<file path="src/logic/rgc_pkg.sv">
// Shared constants and carrier types of the receiver gain control loop.
// Assumes a single 125 MHz system clock and a synchronous active-high reset.
package rgc_pkg;

    // ==========================================================
    // Clock and sample tick timing
    // ==========================================================
    localparam longint CLK_HZ = 125_000_000;
    // Sample tick rate in hundredths of a hertz (610.35 Hz)
    localparam longint TICK_RATE_CHZ = 61035;
    // Clock cycles per sample tick, rounded down
    localparam int TICK_CYCLES = int'((CLK_HZ * 100) / TICK_RATE_CHZ);
    localparam int TDIV_W = 18;

    // ==========================================================
    // Attenuator and integrator layout
    // ==========================================================
    localparam int WORD_W = 5;
    localparam int FRAC_W = 7;
    localparam int INT_W = WORD_W + FRAC_W;
    localparam logic [INT_W-1:0] INT_ALL_ONES = 12'hFFF;
    localparam logic [INT_W-1:0] INT_ZERO = 12'h000;
    localparam logic [WORD_W-1:0] WORD_MAX_ATTEN = 5'h1F;
    localparam int ATTEN_STEP_DB = 1;
    localparam int ATTEN_SPAN_DB = 31;
    localparam int WORD_STEP_DB = 2 * ATTEN_STEP_DB;
    localparam int RANGE_DB = 2 * ATTEN_SPAN_DB;
    // Slew in tenths of dB per second, and the ceiling on a full sweep
    localparam int SLEW_DB_X10 = 95;
    localparam int FULL_SWEEP_MS = 7000;

    // ==========================================================
    // Amplitude converter and configuration widths
    // ==========================================================
    localparam int AMP_W = 8;
    localparam int STEP_W = 4;
    localparam logic [STEP_W-1:0] STEP_MIN = 4'h1;
    localparam int SYNC_W = AMP_W + 1;

    // ==========================================================
    // Sub-phase durations, counted in sample ticks
    // ==========================================================
    localparam int TCNT_W = 16;
    localparam logic [TCNT_W-1:0] GAIN_TICKS_DEF = 16'h1200;
    localparam logic [TCNT_W-1:0] FREQ_TICKS_DEF = 16'h2000;
    localparam logic [TCNT_W-1:0] SYNC_TICKS_DEF = 16'h4000;
    localparam logic [TCNT_W-1:0] TCNT_ZERO = 16'h0000;
    localparam logic [TCNT_W-1:0] TCNT_ONE = 16'h0001;

    // ==========================================================
    // Types
    // ==========================================================
    typedef enum logic [4:0] {
        PH_IDLE = 5'h01,
        PH_GAIN = 5'h02,
        PH_FREQ = 5'h04,
        PH_SYNC = 5'h08,
        PH_DONE = 5'h10
    } rgc_phase_t;

    typedef enum logic [1:0] {
        CV_IDLE = 2'h1,
        CV_WAIT = 2'h2
    } rgc_conv_t;

    typedef struct packed {
        logic [AMP_W-1:0] threshold;
        logic [STEP_W-1:0] up_step;
    } rgc_cfg_t;

    typedef struct packed {
        rgc_phase_t phase;
        logic loop_closed;
        logic conv_missed;
        logic tuning_done;
    } rgc_stat_t;

endpackage

</file>
<file path="src/logic/rgc_tick_gen.sv">
// Sample tick generator: one-cycle pulse every TICK_CYCLES clocks.
// Assumes clk is the system clock and reset is synchronous, active high.
`timescale 1ns/1ps

module rgc_tick_gen #(
    parameter int TICK_CYCLES = rgc_pkg::TICK_CYCLES
) (
    input wire logic clk,
    input wire logic reset,
    output logic tick
);
    import rgc_pkg::*;

    localparam logic [TDIV_W-1:0] DIV_LAST = TDIV_W'(TICK_CYCLES - 1);

    logic [TDIV_W-1:0] div_r;
    logic [TDIV_W-1:0] div_nxt;
    logic tick_r;
    logic tick_nxt;

    // ==========================================================
    // Divider next state
    // ==========================================================
    always_comb begin
        div_nxt = div_r + TDIV_W'(1);
        tick_nxt = 1'b0;
        if (div_r == DIV_LAST) begin
            div_nxt = '0;
            tick_nxt = 1'b1;
        end
    end

    // Divider registers
    always_ff @(posedge clk) begin
        if (reset) begin
            div_r <= '0;
            tick_r <= 1'b0;
        end else begin
            div_r <= div_nxt;
            tick_r <= tick_nxt;
        end
    end

    assign tick = tick_r;

endmodule

</file>
<file path="src/logic/rgc_top.sv">
// Receiver gain control loop: integrator, converter handshake and tuning sub-phases.
// Assumes the amplitude converter answers conv_start with conv_ready high and
// conv_data stable, both asynchronous to clk; cfg comes from logic on clk.
`timescale 1ns/1ps

module rgc_top #(
    parameter int TICK_CYCLES = rgc_pkg::TICK_CYCLES,
    parameter logic [rgc_pkg::TCNT_W-1:0] GAIN_TICKS = rgc_pkg::GAIN_TICKS_DEF,
    parameter logic [rgc_pkg::TCNT_W-1:0] FREQ_TICKS = rgc_pkg::FREQ_TICKS_DEF,
    parameter logic [rgc_pkg::TCNT_W-1:0] SYNC_TICKS = rgc_pkg::SYNC_TICKS_DEF
) (
    input wire logic clk,
    input wire logic reset,
    input wire logic tune_start,
    input wire logic use_stored,
    input wire rgc_pkg::rgc_cfg_t cfg,
    input wire logic conv_ready,
    input wire logic [rgc_pkg::AMP_W-1:0] conv_data,
    output logic conv_start,
    output logic [rgc_pkg::WORD_W-1:0] gain_control_word,
    output logic [rgc_pkg::WORD_W-1:0] stored_word,
    output logic sample_tick,
    output rgc_pkg::rgc_stat_t stat
);
    import rgc_pkg::*;

    // ==========================================================
    // Declarations
    // ==========================================================
    logic tick;
    logic sample_tick_r;

    logic [SYNC_W-1:0] sync1_r;
    logic [SYNC_W-1:0] sync2_r;
    logic [SYNC_W-1:0] sync3_r;
    logic [SYNC_W-1:0] stable_r;
    logic [SYNC_W-1:0] stable_nxt;

    rgc_conv_t conv_st_r;
    rgc_conv_t conv_st_nxt;
    logic conv_start_r;
    logic conv_start_nxt;
    logic ready_seen_r;
    logic ready_seen_nxt;
    logic missed_r;
    logic missed_nxt;
    logic [AMP_W-1:0] amp_r;
    logic [AMP_W-1:0] amp_nxt;
    logic update_r;
    logic update_nxt;

    rgc_phase_t phase_r;
    rgc_phase_t phase_nxt;
    logic [TCNT_W-1:0] tcnt_r;
    logic [TCNT_W-1:0] tcnt_nxt;
    logic done_r;
    logic done_nxt;
    logic closed_r;
    logic closed_nxt;

    logic [INT_W-1:0] integ_r;
    logic [INT_W-1:0] integ_nxt;
    logic [WORD_W-1:0] word_r;
    logic [WORD_W-1:0] word_nxt;
    logic [WORD_W-1:0] store_r;
    logic [WORD_W-1:0] store_nxt;

    logic ready_level;
    logic [AMP_W-1:0] data_level;

    // ==========================================================
    // Functions
    // ==========================================================
    // Integrator step with saturation at both ends
    function automatic logic [INT_W-1:0] integ_step(
        input logic [INT_W-1:0] acc,
        input logic up,
        input logic [STEP_W-1:0] step
    );
        logic [INT_W:0] sum;
        logic [STEP_W-1:0] eff;
        sum = '0;
        eff = (step < STEP_MIN) ? STEP_MIN : step;
        if (up) begin
            sum = {1'b0, acc} + {{(INT_W + 1 - STEP_W){1'b0}}, eff};
            integ_step = sum[INT_W] ? INT_ALL_ONES : sum[INT_W-1:0];
        end else begin
            integ_step = (acc == INT_ZERO) ? INT_ZERO : acc - INT_W'(1);
        end
    endfunction

    // Length of a sub-phase in ticks
    function automatic logic [TCNT_W-1:0] phase_len(input rgc_phase_t ph);
        phase_len = TCNT_ZERO;
        if (ph == PH_GAIN) begin
            phase_len = GAIN_TICKS;
        end else if (ph == PH_FREQ) begin
            phase_len = FREQ_TICKS;
        end else if (ph == PH_SYNC) begin
            phase_len = SYNC_TICKS;
        end
    endfunction

    // ==========================================================
    // Sample tick
    // ==========================================================
    rgc_tick_gen #(
        .TICK_CYCLES(TICK_CYCLES)
    ) u_tick (
        .clk(clk),
        .reset(reset),
        .tick(tick)
    );

    // ==========================================================
    // Converter input synchroniser
    // ==========================================================
    // A change is taken only once stages two and three agree
    always_comb begin
        stable_nxt = stable_r;
        if (sync2_r == sync3_r) begin
            stable_nxt = sync3_r;
        end
    end

    // Three-stage capture of the converter pins
    always_ff @(posedge clk) begin
        if (reset) begin
            sync1_r <= '0;
            sync2_r <= '0;
            sync3_r <= '0;
            stable_r <= '0;
        end else begin
            sync1_r <= {conv_ready, conv_data};
            sync2_r <= sync1_r;
            sync3_r <= sync2_r;
            stable_r <= stable_nxt;
        end
    end

    assign ready_level = stable_r[SYNC_W-1];
    assign data_level = stable_r[AMP_W-1:0];

    // ==========================================================
    // Conversion handshake
    // ==========================================================
    // One request per tick while the loop is closed; one update per result
    always_comb begin
        conv_st_nxt = conv_st_r;
        conv_start_nxt = 1'b0;
        ready_seen_nxt = ready_level;
        missed_nxt = missed_r;
        amp_nxt = amp_r;
        update_nxt = 1'b0;
        if (tune_start) begin
            conv_st_nxt = CV_IDLE;
            missed_nxt = 1'b0;
        end else if (!closed_r) begin
            conv_st_nxt = CV_IDLE;
        end else begin
            unique case (conv_st_r)
                CV_IDLE: begin
                    if (tick) begin
                        conv_start_nxt = 1'b1;
                        conv_st_nxt = CV_WAIT;
                    end
                end
                CV_WAIT: begin
                    if (ready_level && !ready_seen_r) begin
                        amp_nxt = data_level;
                        update_nxt = 1'b1;
                        conv_st_nxt = CV_IDLE;
                    end else if (tick) begin
                        // No answer within a tick: flag it and ask again
                        missed_nxt = 1'b1;
                        conv_start_nxt = 1'b1;
                    end
                end
            endcase
        end
    end

    // Handshake registers
    always_ff @(posedge clk) begin
        if (reset) begin
            conv_st_r <= CV_IDLE;
            conv_start_r <= 1'b0;
            ready_seen_r <= 1'b0;
            missed_r <= 1'b0;
            amp_r <= '0;
            update_r <= 1'b0;
        end else begin
            conv_st_r <= conv_st_nxt;
            conv_start_r <= conv_start_nxt;
            ready_seen_r <= ready_seen_nxt;
            missed_r <= missed_nxt;
            amp_r <= amp_nxt;
            update_r <= update_nxt;
        end
    end

    // ==========================================================
    // Tuning sub-phase sequencer
    // ==========================================================
    // Each sub-phase lasts a fixed count of ticks, then hands to the next
    always_comb begin
        phase_nxt = phase_r;
        tcnt_nxt = tcnt_r;
        done_nxt = done_r;
        if (tune_start) begin
            phase_nxt = PH_GAIN;
            tcnt_nxt = GAIN_TICKS;
            done_nxt = 1'b0;
        end else if (tick) begin
            unique case (phase_r)
                PH_IDLE: begin
                    phase_nxt = PH_IDLE;
                end
                PH_GAIN: begin
                    tcnt_nxt = tcnt_r - TCNT_ONE;
                    if (tcnt_r <= TCNT_ONE) begin
                        phase_nxt = PH_FREQ;
                        tcnt_nxt = phase_len(PH_FREQ);
                    end
                end
                PH_FREQ: begin
                    tcnt_nxt = tcnt_r - TCNT_ONE;
                    if (tcnt_r <= TCNT_ONE) begin
                        phase_nxt = PH_SYNC;
                        tcnt_nxt = phase_len(PH_SYNC);
                    end
                end
                PH_SYNC: begin
                    tcnt_nxt = tcnt_r - TCNT_ONE;
                    if (tcnt_r <= TCNT_ONE) begin
                        phase_nxt = PH_DONE;
                        tcnt_nxt = TCNT_ZERO;
                        done_nxt = 1'b1;
                    end
                end
                PH_DONE: begin
                    phase_nxt = PH_DONE;
                end
            endcase
        end
        closed_nxt = (phase_nxt == PH_GAIN);
    end

    // Sequencer registers
    always_ff @(posedge clk) begin
        if (reset) begin
            phase_r <= PH_IDLE;
            tcnt_r <= TCNT_ZERO;
            done_r <= 1'b0;
            closed_r <= 1'b0;
        end else begin
            phase_r <= phase_nxt;
            tcnt_r <= tcnt_nxt;
            done_r <= done_nxt;
            closed_r <= closed_nxt;
        end
    end

    // ==========================================================
    // Gain integrator and control word
    // ==========================================================
    // Seven fraction bits with unit steps move the word every 128 ticks,
    // about 2 dB per 0.21 s, so 31 word steps fit in about 6.5 s
    always_comb begin
        integ_nxt = integ_r;
        store_nxt = store_r;
        if (tune_start) begin
            if (use_stored) begin
                integ_nxt = {store_r, INT_ALL_ONES[FRAC_W-1:0]};
            end else begin
                integ_nxt = INT_ALL_ONES;
            end
        end else if (update_r && closed_r) begin
            integ_nxt = integ_step(integ_r, !(amp_r < cfg.threshold), cfg.up_step);
        end
        // Keep the final gain word as the loop opens
        if (!tune_start && phase_r == PH_GAIN && phase_nxt == PH_FREQ) begin
            store_nxt = integ_nxt[INT_W-1:FRAC_W];
        end
        // Word follows the integrator while the loop is closed and on tune_start
        if (closed_r || tune_start) begin
            word_nxt = integ_nxt[INT_W-1:FRAC_W];
        end else begin
            word_nxt = word_r;
        end
    end

    // Integrator registers; reset is the initialisation load
    always_ff @(posedge clk) begin
        if (reset) begin
            integ_r <= INT_ALL_ONES;
            word_r <= WORD_MAX_ATTEN;
            store_r <= WORD_MAX_ATTEN;
        end else begin
            integ_r <= integ_nxt;
            word_r <= word_nxt;
            store_r <= store_nxt;
        end
    end

    // ==========================================================
    // Outputs
    // ==========================================================
    // Registered copy of the tick for downstream timing
    always_ff @(posedge clk) begin
        if (reset) begin
            sample_tick_r <= 1'b0;
        end else begin
            sample_tick_r <= tick;
        end
    end

    assign conv_start = conv_start_r;
    assign gain_control_word = word_r;
    assign stored_word = store_r;
    assign sample_tick = sample_tick_r;
    assign stat.phase = phase_r;
    assign stat.loop_closed = closed_r;
    assign stat.conv_missed = missed_r;
    assign stat.tuning_done = done_r;

endmodule

</file>
<file path="config.mk">
export PLATFORM = sky130hd
export DESIGN_NAME = rgc_top
export DESIGN_NICKNAME = d
export VERILOG_FILES = /design/src/logic/rgc_pkg.sv /design/src/logic/rgc_tick_gen.sv /design/src/logic/rgc_top.sv
export SDC_FILE = /design/constraint.sdc
export NUM_CORES = 1
export LEC_CHECK = 0
export ABC_AREA = 1
export BUFFER_PORTS_ARGS = -buffer_cell sky130_fd_sc_hd__clkbuf_2
export CORE_AREA = 8 8 110 112
export CTS_BUF_LIST = sky130_fd_sc_hd__clkbuf_8 sky130_fd_sc_hd__clkbuf_16
export DETAILED_ROUTE_END_ITERATION = 10
export DIE_AREA = 0 0 118 120
export GPL_ROUTABILITY_DRIVEN = 0
export PLACE_DENSITY = 0.81
export SLEW_MARGIN = 10
export SYNTH_ARGS = -nofsm -noshare
export SYNTH_HDL_FRONTEND = slang
export SYNTH_SLANG_ARGS = --single-unit
</file>
<file path="constraint.sdc">
create_clock -name clk -period 3.83 [get_ports clk]
set_input_delay 0.766 -clock clk [delete_from_list [all_inputs] [get_ports clk]]
set_output_delay 0.766 -clock clk [all_outputs]
set_load 0.01 [all_outputs]
</file>
# Word level (Yosys, flattened, before mapping)
# Index checks and enable logic that the tools add are counted.
[classes]
n_eq_ne = 13
addsub = 4
reduce_logical = 22
magnitude_cmp = 3
muxes = 27
bitwise = 4
[op_table]
columns = ["op", "n"]
rows = [
  ["12-bit 2-to-1 mux", 6],
  ["16-bit 2-to-1 mux", 3],
  ["16-bit one-hot mux with 3 select lines", 1],
  ["13-bit 2-to-1 mux", 2],
  ["5-bit 2-to-1 mux", 5],
  ["5-bit one-hot mux with 5 select lines", 1],
  ["18-bit by 1-bit adder with 18-bit output, second input constant", 1],
  ["18-bit equality test, second input constant", 1],
  ["16-bit by 1-bit less-or-equal comparator with 1-bit output, second input constant", 1],
  ["16-bit by 1-bit subtractor with 16-bit output, second input constant", 1],
  ["12-bit by 4-bit adder with 13-bit output", 1],
  ["12-bit logical NOT", 1],
  ["12-bit by 1-bit subtractor with 12-bit output, second input constant", 1],
  ["5-bit by 2-bit equality test with 1-bit output, second input constant", 2],
  ["5-bit by 3-bit equality test with 1-bit output, second input constant", 2],
  ["9-bit equality test", 1],
  ["8-bit less-than comparator", 1],
  ["4-bit AND reduction", 2],
  ["2-bit AND reduction", 3],
  ["5-bit by 1-bit equality test with 1-bit output, second input constant", 1],
  ["5-bit by 4-bit equality test with 1-bit output, second input constant", 1],
  ["5-bit equality test, second input constant", 1],
  ["1-bit logical AND", 4],
  ["4-bit by 1-bit less-than comparator with 1-bit output, second input constant", 1],
  ["19 further kinds", 29],
]
[word_totals]
regBits = 115
wordCells = 95
input_bits = 25
out_inout_bits = 20

# Longest topological paths before layout
# Gate-level depths: netlist of the first run.
[depth]
depth_word = 7
ltp_mapped = 17
ltp_nobuf = 17

# By module
# A second synthesis of the first run with hierarchy kept.
[hier_totals]
hier_cells = 861
hier_area_um2 = 5944.5
[modules_own_cells]
columns = ["mod", "seq_area_each_um2", "cells_each", "area_per_inst_um2", "instances"]
rows = [
  ["rgc_top", 1921.8, 720, 4971.0, 1],
  ["rgc_tick_gen", 380.4, 141, 973.4, 1],
]

# Worst setup path after synthesis of the first run
# OpenSTA, ideal clock, no wires.
[synth_timing]
path_kind = "in2reg"
start = "input cfg[1] (netlist bit)"
end = "register word_r[3] (netlist: gain_control_word[3])"
setup_time_ns = 0.115
path_buffers = 0
setup_slack_ns = 1.284
t_arrival_ns = 2.431
stages = 17
required_ns = 3.715
cell_sequence = "nor3_1 or2_2 ha_1 inv_1 fa_1 inv_1 nand3_1 nand2_1 nand2_1 nor2_1 nand2_1 nand2_1 nand3_1 nand3_1 nand2_1 nand2_1 nand2_1"
[synth_via]
elab_chain_len = 7
[synth_rtl]
columns = ["item", "line", "text"]
rows = [
  ["start, declared", "rgc_top.sv:16", "input wire rgc_pkg::rgc_cfg_t cfg,"],
  ["4-bit by 1-bit less-than comparator with 1-bit output", "rgc_top.sv:83", "eff = (step < STEP_MIN) ? STEP_MIN : step;"],
  ["4-bit 2-to-1 mux (*)", "rgc_top.sv:83", ""],
  ["12-bit by 4-bit adder with 13-bit output (*)", "rgc_top.sv:85", "sum = {1'b0, acc} + {{(INT_W + 1 - STEP_W){1'b0}}, eff};"],
  ["12-bit 2-to-1 mux (*)", "rgc_top.sv:86", "integ_step = sum[INT_W] ? INT_ALL_ONES : sum[INT_W-1:0];"],
  ["12-bit 2-to-1 mux (*)", "rgc_top.sv:84", "if (up) begin"],
  ["12-bit 2-to-1 mux (*)", "rgc_top.sv:278", "end else if (update_r && closed_r) begin"],
  ["12-bit 2-to-1 mux (*)", "rgc_top.sv:272", "if (tune_start) begin"],
  ["end signal, assigned", "rgc_top.sv:301", "word_r <= word_nxt;"],
  ["end, declared", "rgc_top.sv:63", "logic [WORD_W-1:0] word_r;"],
]
# Mark *: on every way between the ends. The rest lies on a longest branch, timed or not. The select of a mux whose other input is x is not followed.
# A chain may end at the register's enable or synchronous reset.

# Final worst setup path of the first run
# Ends and elaborated chain as after synthesis.

==> results.md, run 1 <==
- Critical R2R Launch: integ_r[0]
- Die ar.: 14,200 sq um
- Number of synthesized flops with an enable pin: 0
- Die width: ~120 microns
- Global-route wire length before repair: 21,600 microns
- Diode count: 0
- Clk pwr share: a little over half
- Final setup fails: 0
- Setup_tns: 0 ns
- Fillers: 918
- Routed WL per cell: about 12 microns
- Dpl ws: 0.928 ns
- Critical Path Sink Type: register
- WL final: approximately 13,000 microns
- Area grow syn2layout: 15.5%
- TritonCTS clock tree: done
- Final nets: a little over 900
- Crit path arrival time: ~2.8 ns
- Net Switching: between 0.7 and 0.8 mW
- Clk buf depth: 2
- RSZ-0062 raised after global routing: false
- Number of global-route vias before repair: slightly below 5,000
- Yosys cell types: 39
- F_max: 415 MHz
- Clock root buffer master: clkbuf_8
- Crit Path Class: in -> reg
- Starting Density: between 50% and 60%
- Post-route minimum period: around 2.4 ns
- Syn avg cell area: ~6.9 sq um
- Sequential Power Share: between 40% and 50%
- Sequential area share after synthesis: between 30% and 40%
- Cts repair resizes: 0
- Port bufs: 44
- Grt total ovfl: 0
- Switching portion of total power: roughly 25%
- Share of cells above drive strength 1: a little over an eighth
- Hold_sp: sync1_r[3]
- Core Rows: 38
- TritonCTS Sinks: between 100 and 150
- Leading post-synthesis cells by cell area: dfxtp_1 40%, nand2_1 11%, inv_1 8.3%
- Outcome: complete, no violations
- Post-Syn Instances: between 800 and 900
- Mapped cell area: 5810 sq um
- Combinational share of power: 6.9%
- Setup crit start kind: input pin
- # H-tree levels: 4
- DP Wirelength: roughly 9000 microns
- Lkg Pwr: 3.24 nW
- CP Max Fanout: 3
- Total power: 3.08 mW
- FF-to-FF setup slack: ~1.7 ns
- Final WS setup: around 1.4 ns
- Largest area contributor in the netlist: dfxtp_1
- Max-cap viol count: 0
- IO Count: between 40 and 50
- Core Area: around 11,000 sq um
- Initial antenna violation count: 0
- WP data required: 4.23 ns
- Final hold viol count: 0
- Yosys reg bits: between 100 and 150
- Number of buffers created by CTS: 17
- Met1 GRT Util: approximately a fifth
- Most frequent cells after synthesis: 168 x nand2_1, 129 x inv_1, 125 x nor2_1
- Most frequent cell after synthesis: nand2_1
- Worst Max-Slew Pin Slew: just over 0.7 ns
- Power Density: ~460 nW/um^2
- Worst hold path type: reg -> reg
- Initial DRC Count: between 400 and 500
- Gr usage total: roughly 18%
- GRT busiest layer: met2
- Fraction of registers with async set/reset: 0%
- Final Max Slew Viols: 0
- Met3 usage: under 10%
- Clk_skew: 0.00633 ns
- Residual DRC: 0
- Finished Core Util: between 60% and 70%
- Footprint of the flip-flops and latches: roughly 2300 sq um
- P_int: 2.32 mW
- First-pass DRT Iterations: 5
- Max VDD drop: roughly 0.33 mV
- R2r endpoint: gain_control_word[3]
- Hold depth: 2
- Final period util: a little over three fifths
- Hold Path End: sync2_r[3]
- Footprint of the multi-input gates: just under 3000 sq um
- Yosys top cell area share: around two fifths
- Hold-fix buffers at CTS: 0
- Setup Buffers After CTS: 0
- M2 GR Usage: about 31%
- Largest net degree at the start of global routing: 50
- Vias per cell: approximately 5
- Max-slew headroom: roughly 52%
- Die height: roughly 120 microns
- Via count: 5,261
- Antenna Violating Nets Remaining: 0
- Syn_nets: ~880
- Worst-Skew Late Latency: approximately 0.5 ns
- R2R depth: 15
- YS warnings: 0
- Clock transition at path regs: roughly 0.060 ns
- Main synth FF type: dfxtp_1
## logic make-up (layout without fill, tap and decap cells)
family / after synthesis / after routing / share of synthesized area [%]
compound gates: 120 / 120 / 11.0
xor+xnor: 26 / 26 / 3.92
fa+ha+maj: 17 / 17 / 3.79
buf+inv: 156 / 211 / 10.6
flops: 115 / 115 / 39.6
simple gates: 408 / 408 / 31.1
## power groups by stage
stage | logic, mW | registers, mW | clock network, mW
final | 0.213 | 1.26 | 1.61
after global routing | 0.246 | 1.27 | 1.68
after CTS | 0.212 | 1.26 | 1.63
after detailed placement | 0.209 | 1.29 | 0
after global placement | 0.205 | 1.29 | 0
after floorplan | 0.158 | 1.28 | 0
## cells in the final DEF, fill, tap and decap left out, types with 2 or more instances in the layout
master     instances
inv_2              4
or2_2              6
nor2_4             3
inv_1            129
a31oi_1            4
ha_1              16
nand3_2            4
a21oi_1           57
nand3_1           55
inv_6              4
clkinv_4           4
nand4_1           10
clkbuf_2          44
nand4_2            2
inv_8              2
bufinv_16          3
o21ai_0           46
o21ai_1            4
clkinv_2           2
xnor2_1            8
o211ai_1           5
nor3_1            10
nand2_1          168
xor2_1            18
nand2_2            5
nor2_1           125
nor2_2            14
dfxtp_1          115
clkbuf_16         16
## layout make-up
cell class / count / share of cell area [%]
clock buffers: 17 / 6.17
flip-flops and latches: 115 / 34.3
clock inverters: 15 / 2.91
multi-input cells: 571 / 43.1
well taps: 140 / 2.61
inverters: 134 / 7.51
repair buffers: 45 / 3.39
## critical path, cell delays in order
cell,delay (ns)
clkbuf_2,0.10
nor3_1,0.17
or2_2,0.13
ha_1,0.18
inv_1,0.06
fa_1,0.39
inv_1,0.09
nand3_1,0.08
nand2_1,0.14
nand2_1,0.10
nor2_1,0.12
nand2_1,0.07
nand2_1,0.06
nand3_1,0.06
nand3_1,0.10
nand2_1,0.08
nand2_1,0.06
nand2_1,0.05
## sequential cells by signal (all words and copies together) (netlist names), 8 cells and up
signal        cells
tcnt_r           16
sync2_r           9
sync3_r           9
stable_r          9
sync1_r           9
u_tick.div_r     18
amp_r             8
integ_r          12
## worst max path at each step
| stage | from | endpoint | slack [ns] | cells after the start |
|---|---|---|---|---|
| after floorplan | cfg[1] | gain_control_word[3] | 1.28 | 17 |
| after global placement | cfg[1] | gain_control_word[3] | 1.03 | 18 |
| after detailed placement | cfg[1] | gain_control_word[3] | 0.93 | 18 |
| after CTS | cfg[1] | gain_control_word[3] | 1.47 | 18 |
| after global routing | cfg[1] | gain_control_word[3] | 1.27 | 18 |
| final | cfg[1] | gain_control_word[3] | 1.42 | 18 |
## per-stage QoR
| stage | instance area (sq um) | std cells | hold slack, ns |
|---|---|---|---|
| final | 6720 | 1037 | 0.406 |
| after global routing | 6720 | 1037 | 0.422 |
| after CTS | 6720 | 1037 | 0.403 |
| after detailed placement | 6110 | 1005 | 0.393 |
| after global placement | 6110 | 1005 | 0.390 |
| after floorplan | 5810 | 842 | 0.388 |
## layer usage
layer / part of all wire, % / wire, microns / vias up
met5: 0 / 0 / -
met4: 1.8 / 225 / 0
met3: 7.2 / 911 / 28
met2: 47 / 5990 / 170
met1: 44 / 5570 / 2326
li1: - / - / 2737
Note: power is estimated with default switching activity, not from simulation.
==> inputs of run 2 (changes only) <==
Clock period 3.83 ns to 2.3 ns, I/O delays scaled along.
==> results.md, run 2 (synthesis gave the netlist of run 1 again) <==
- Worst-Skew Late Latency: approximately 0.52 ns
- Crit Path Class: reg -> reg
- Max-cap viol count: 0
- # H-tree levels: 4
- Via count: 5,267
- Port bufs: 44
- Setup_tns: 0 ns
- Lkg Pwr: between 3 and 4 nW
- Sequential Power Share: roughly two fifths
- Area after DPL: 6180 sq um
- Critical Path Sink Type: register
- Number of global-route vias before repair: 5,034
- Most frequent cells in the layout: 167 x nand2_1, 129 x inv_1, 125 x nor2_1
- Combinational share of power: slightly below 7%
- Die width: roughly 120 microns
- Hold_sp: conv_data[7]
- Vias per cell: 5.03
- Initial DRC Count: ~330
- Power Density: just under 800 nW/um^2
- WL final: approximately 13,000 microns
- F_max: 489 MHz
- Crit path arrival time: about 2.5 ns
- Clock root buffer master: clkbuf_8
- Largest net degree at the start of global routing: 40
- Die ar.: between 10,000 and 15,000 sq um
- Worst Max-Slew Pin Slew: approximately 0.63 ns
- Clk pwr share: a little over half
- Core Rows: 38
- Gr usage total: roughly a fifth
- Largest regs: u_tick.div_r (18), tcnt_r (16), integ_r (12)
- TritonCTS Sinks: between 100 and 150
- Residual DRC: 0
- WP data required: 2.71 ns
- Initial antenna violation count: 0
- Clock transition at path regs: 0.06 ns
- TritonCTS clock tree: done
- Routed WL per cell: 12.2 microns
- Cts repair resizes: 0
- Critical R2R Launch: integ_r[0]
- Final hold viol count: 0
- Final nets: ~940
- Max VDD drop: 0.630 mV
- Antenna Violating Nets Remaining: 0
- Starting Density: 55.3%
- Commonest non-fill, non-tap cell in the layout: nand2_1
- Diode count: 0
- Final period util: between 80% and 90%
- Setup crit start kind: register
- Switching portion of total power: 22.9%
- Number of flip-flops in the largest register: 18
- P_int: approximately 4.1 mW
- Final Cell Area: about 7000 sq um
- IO Count: 45
- Clk_skew: 0.00933 ns
- Global-route wire length before repair: between 20,000 and 25,000 microns
- Final setup fails: 0
- Post-route minimum period: slightly above 2 ns
- Final Max Slew Viols: 0
- Number of buffers created by CTS: 17
- Grt total ovfl: 0
- CP Max Fanout: 4
- Area grow syn2layout: 17.6%
- RSZ-0062 raised after global routing: false
- DP Wirelength: between 8000 and 9000 microns
- Max-slew headroom: approximately 58%
- Clk buf depth: 2
- Share of cells above drive strength 1: between 10% and 20%
- Net Switching: 1.22 mW
- Outcome: complete, no violations
- Most flop-heavy register: u_tick.div_r
- Core Area: around 11,000 sq um
- Worst hold path type: in -> reg
- Die height: approximately 120 microns
- CP startpoint: integ_r[0]
- Hold-fix buffers at CTS: 0
- Setup Buffers After CTS: 0
- First-pass DRT Iterations: 5
run 2: cell count changes in the layout (fill, tap and decap cells not counted), sizes merged:
cell,change
buf,+10
bufinv,+2
clkbuf,+1
clkinv,+2
clkinvlp,-1
inv,-4
run 2: per-layer routing:
layer | share of wire [%] | global-route usage (%) | up-vias
met5 | 0 | 0 | -
met4 | 1.5 | 6.08 | 0
met3 | 6.1 | 6.48 | 20
met2 | 47 | 31.3 | 142
met1 | 46 | 22.0 | 2358
li1 | - | - | 2747
run 2: worst paths after layout:
check / slack, ns / depth (start not counted) / end
setup / recovery: 0.26 / 15 / gain_control_word[3]
hold / removal: 0.13 / 3 / sync1_r[7]
setup reg to reg: 0.26 / 15 / gain_control_word[3]
hold reg to reg: 0.40 / 2 / sync2_r[0]
run 2: final cells by class:
class / instances / area [sq um]
repair buffers: 55 / 303
fillers: 882 / 3670
clock buffers: 18 / 428
well taps: 140 / 175
flip-flops and latches: 115 / 2300
clock inverters: 14 / 225
inverters: 134 / 504
multi-input cells: 571 / 2900
run 2: critical path, stage by stage (launching register included):
cell and delay [ns]:
dfxtp_2 0.35, ha_1 0.16, inv_1 0.05, fa_1 0.39, inv_1 0.10, nand3_1 0.10
nand2_2 0.12, nand2_1 0.09, nor2_1 0.10, nand2_1 0.06, nand2_1 0.05, nand3_1 0.07
nand3_1 0.10, nand2_1 0.08, nand2_1 0.07, nand2_1 0.05
run 2: through the flow:
step	power [mW]	hold WS, ns	setup slack (ns)	utilization [%]	instances
final	5.33	0.126	0.256	65.1	1047
after global routing	5.52	0.114	0.00998	65.1	1047
after CTS	5.37	0.110	0.203	65.0	1047
after detailed placement	2.50	0.395	-0.232	58.8	1015
after global placement	2.49	0.390	-0.162	58.8	1015
after floorplan	2.40	0.388	0.0604	-	842
run 2: power groups by stage:
stage	sequential (mW)	clock (mW)	combinational [mW]
5_1_grt	2.11	2.99	0.421
3_5_place_dp	2.14	0	0.360
3_3_place_gp	2.14	0	0.354
6_report	2.10	2.86	0.367
4_1_cts	2.10	2.90	0.367
2_1_floorplan	2.13	0	0.264
==> inputs of run 3 (changes only) <==
Settings changed: BUFFER_PORTS_ARGS -buffer_cell sky130_fd_sc_hd__clkbuf_2 to -buffer_cell sky130_fd_sc_hd__buf_2.
==> results.md, run 3 (synthesis gave the netlist of run 1 again) <==
- Clk_skew: 0.00771 ns
- Largest net degree at the start of global routing: 40
- IO Count: between 40 and 50
- Routed WL per cell: about 13 microns
- TritonCTS Sinks: around 120
- Number of buffers created by CTS: 17
- Worst Path Buf+Inv: 2
- Outcome: complete, no violations
- Largest regs: u_tick.div_r (18), tcnt_r (16), integ_r (12)
- # H-tree levels: 4
- Die height: 120 microns
- Number of global-route vias before repair: ~5,100
- Die width: around 120 microns
- Global-route wire length before repair: roughly 22,000 microns
- Fillers: ~930
- Final Max Slew Viols: 0
- Max VDD drop: 0.484 mV
- WP data required: between 2 and 3 ns
- Crit-path most repeated cell: nand2_1
- Footprint of the multi-input gates: between 2000 and 3000 sq um
- Top Family by Delay on Critical Path: simple AND/OR/NAND/NOR gates
- Vias per cell: 5.07
- Setup Buffers After CTS: 0
- Finished Core Util: around 65%
- Antenna Violating Nets Remaining: 0
- FF-to-FF setup slack: roughly 0.31 ns
- Worst Max-Slew Pin Slew: around 0.62 ns
- Final WS setup: 0.310 ns
- Final period util: ~87%
- Setup crit start kind: register
- Inst Count DP: between 1,000 and 1,500
- Residual DRC: 0
- WL final: roughly 13,000 microns
- Via count: 5,313
- Clk buf depth: 2
- Fin cells: between 1,000 and 1,500
- Worst-Skew Late Latency: between 0.5 and 0.6 ns
- Die ar.: around 14,000 sq um
- Most flop-heavy register: u_tick.div_r
- Critical path cell sequence: ha_1 > inv_1 > fa_2 > inv_1 > nand3_1 > nand2_2 > nand2_1 > nor2_1 > nand2_1 > nand2_1 > nand3_1 > nand3_1 > nand2_1 > nand2_1 > nand2_1
- Crit Path Class: reg -> reg
- Initial antenna violation count: 0
- Worst hold path type: in -> reg
- Dpl ws: -0.295 ns
- First-pass DRT Iterations: 5
- Crit path arrival time: roughly 2.4 ns
- Port bufs: 44
- Clock transition at path regs: about 0.060 ns
- Starting Density: 55.3%
- Share of cells above drive strength 1: between 10% and 20%
- TritonCTS clock tree: done
- CP Max Fanout: 4
- Hold-fix buffers at CTS: 0
- Grt total ovfl: 0
- Commonest non-fill, non-tap cell in the layout: nand2_1
- Total power: 5.13 mW
- Most frequent cells in the layout: 167 x nand2_1, 129 x inv_1, 125 x nor2_1
- Final nets: 937
- Max-slew headroom: between 50% and 60%
- Max-cap viol count: 0
- Core Area: 10,500 sq um
- Core Rows: 38
- Diode count: 0
- Clock root buffer master: clkbuf_8
- RSZ-0062 raised after global routing: false
- Final setup fails: 0
- Final hold viol count: 0
- Footprint of the flip-flops and latches: between 2000 and 2500 sq um
- Gr usage total: approximately 18%
- DP Wirelength: about 9100 microns
- Final Cell Area: about 6800 sq um
- Area after DPL: a little over 6000 sq um
- Number of flip-flops in the largest register: 18
- Power Density: roughly 760 nW/um^2
- Cts repair resizes: 0
- Initial DRC Count: between 400 and 500
- Max incr delay on CP: around 0.36 ns
- Critical Path Sink Type: register
- Area grow syn2layout: 16.8%
- Crit-path slowest cell: dfxtp_2
- Post-route minimum period: around 2.0 ns
- Lkg Pwr: approximately 3.3 nW
- F_max: about 500 MHz
run 3: cell count changes in the layout (fill, tap and decap cells not counted), moves of 3 or more:
cell	delta
clkbuf_2	-44
inv_8	+4
bufinv_16	-3
inv_6	+4
clkinv_4	-4
buf_2	+44
run 3: final cells by class:
class,instances,share of cell area (%)
well taps,140,2.58
multi-input cells,571,42.7
clock inverters,15,2.69
flip-flops and latches,115,33.9
repair buffers,56,4.57
clock buffers,17,6.10
inverters,134,7.42
run 3: path summary, 6_finish.rpt:
kind	from	end	cells after the start
min reg2reg	sync1_r[5]	sync2_r[5]	2
max	integ_r[0]	gain_control_word[3]	15
min	conv_data[7]	sync1_r[7]	3
max reg2reg	integ_r[0]	gain_control_word[3]	15
run 3: worst min-delay path: stages:
cell and delay [ns]:
buf_2 0.07, inv_1 0.03, nor2_1 0.06
run 3: layer usage:
metal	wire length (microns)	GRT usage (%)	vias up	part of all wire, %
met5	0	0	-	0
met2	6260	32.7	147	48
met1	5750	20.6	2378	44
li1	-	-	2757	-
met3	801	4.65	31	6.1
met4	293	8.49	0	2.2
run 3: where the power goes:
group | switching, mW | leakage, nW | total, mW | internal, mW
sequential | 0.0434 | 0.937 | 2.10 | 2.06
clock | 1.07 | 0.292 | 2.66 | 1.59
combinational | 0.226 | 2.05 | 0.369 | 0.143
run 3: metrics by stage:
| stage | TNS, ns | hold WS, ns |
|---|---|---|
| 4_1_cts | 0 | 0.125 |
| 2_1_floorplan | 0 | 0.388 |
| 5_1_grt | 0 | 0.135 |
| 3_5_place_dp | -3.83 | 0.396 |
| 6_report | 0 | 0.133 |
| 3_3_place_gp | -1.60 | 0.389 |
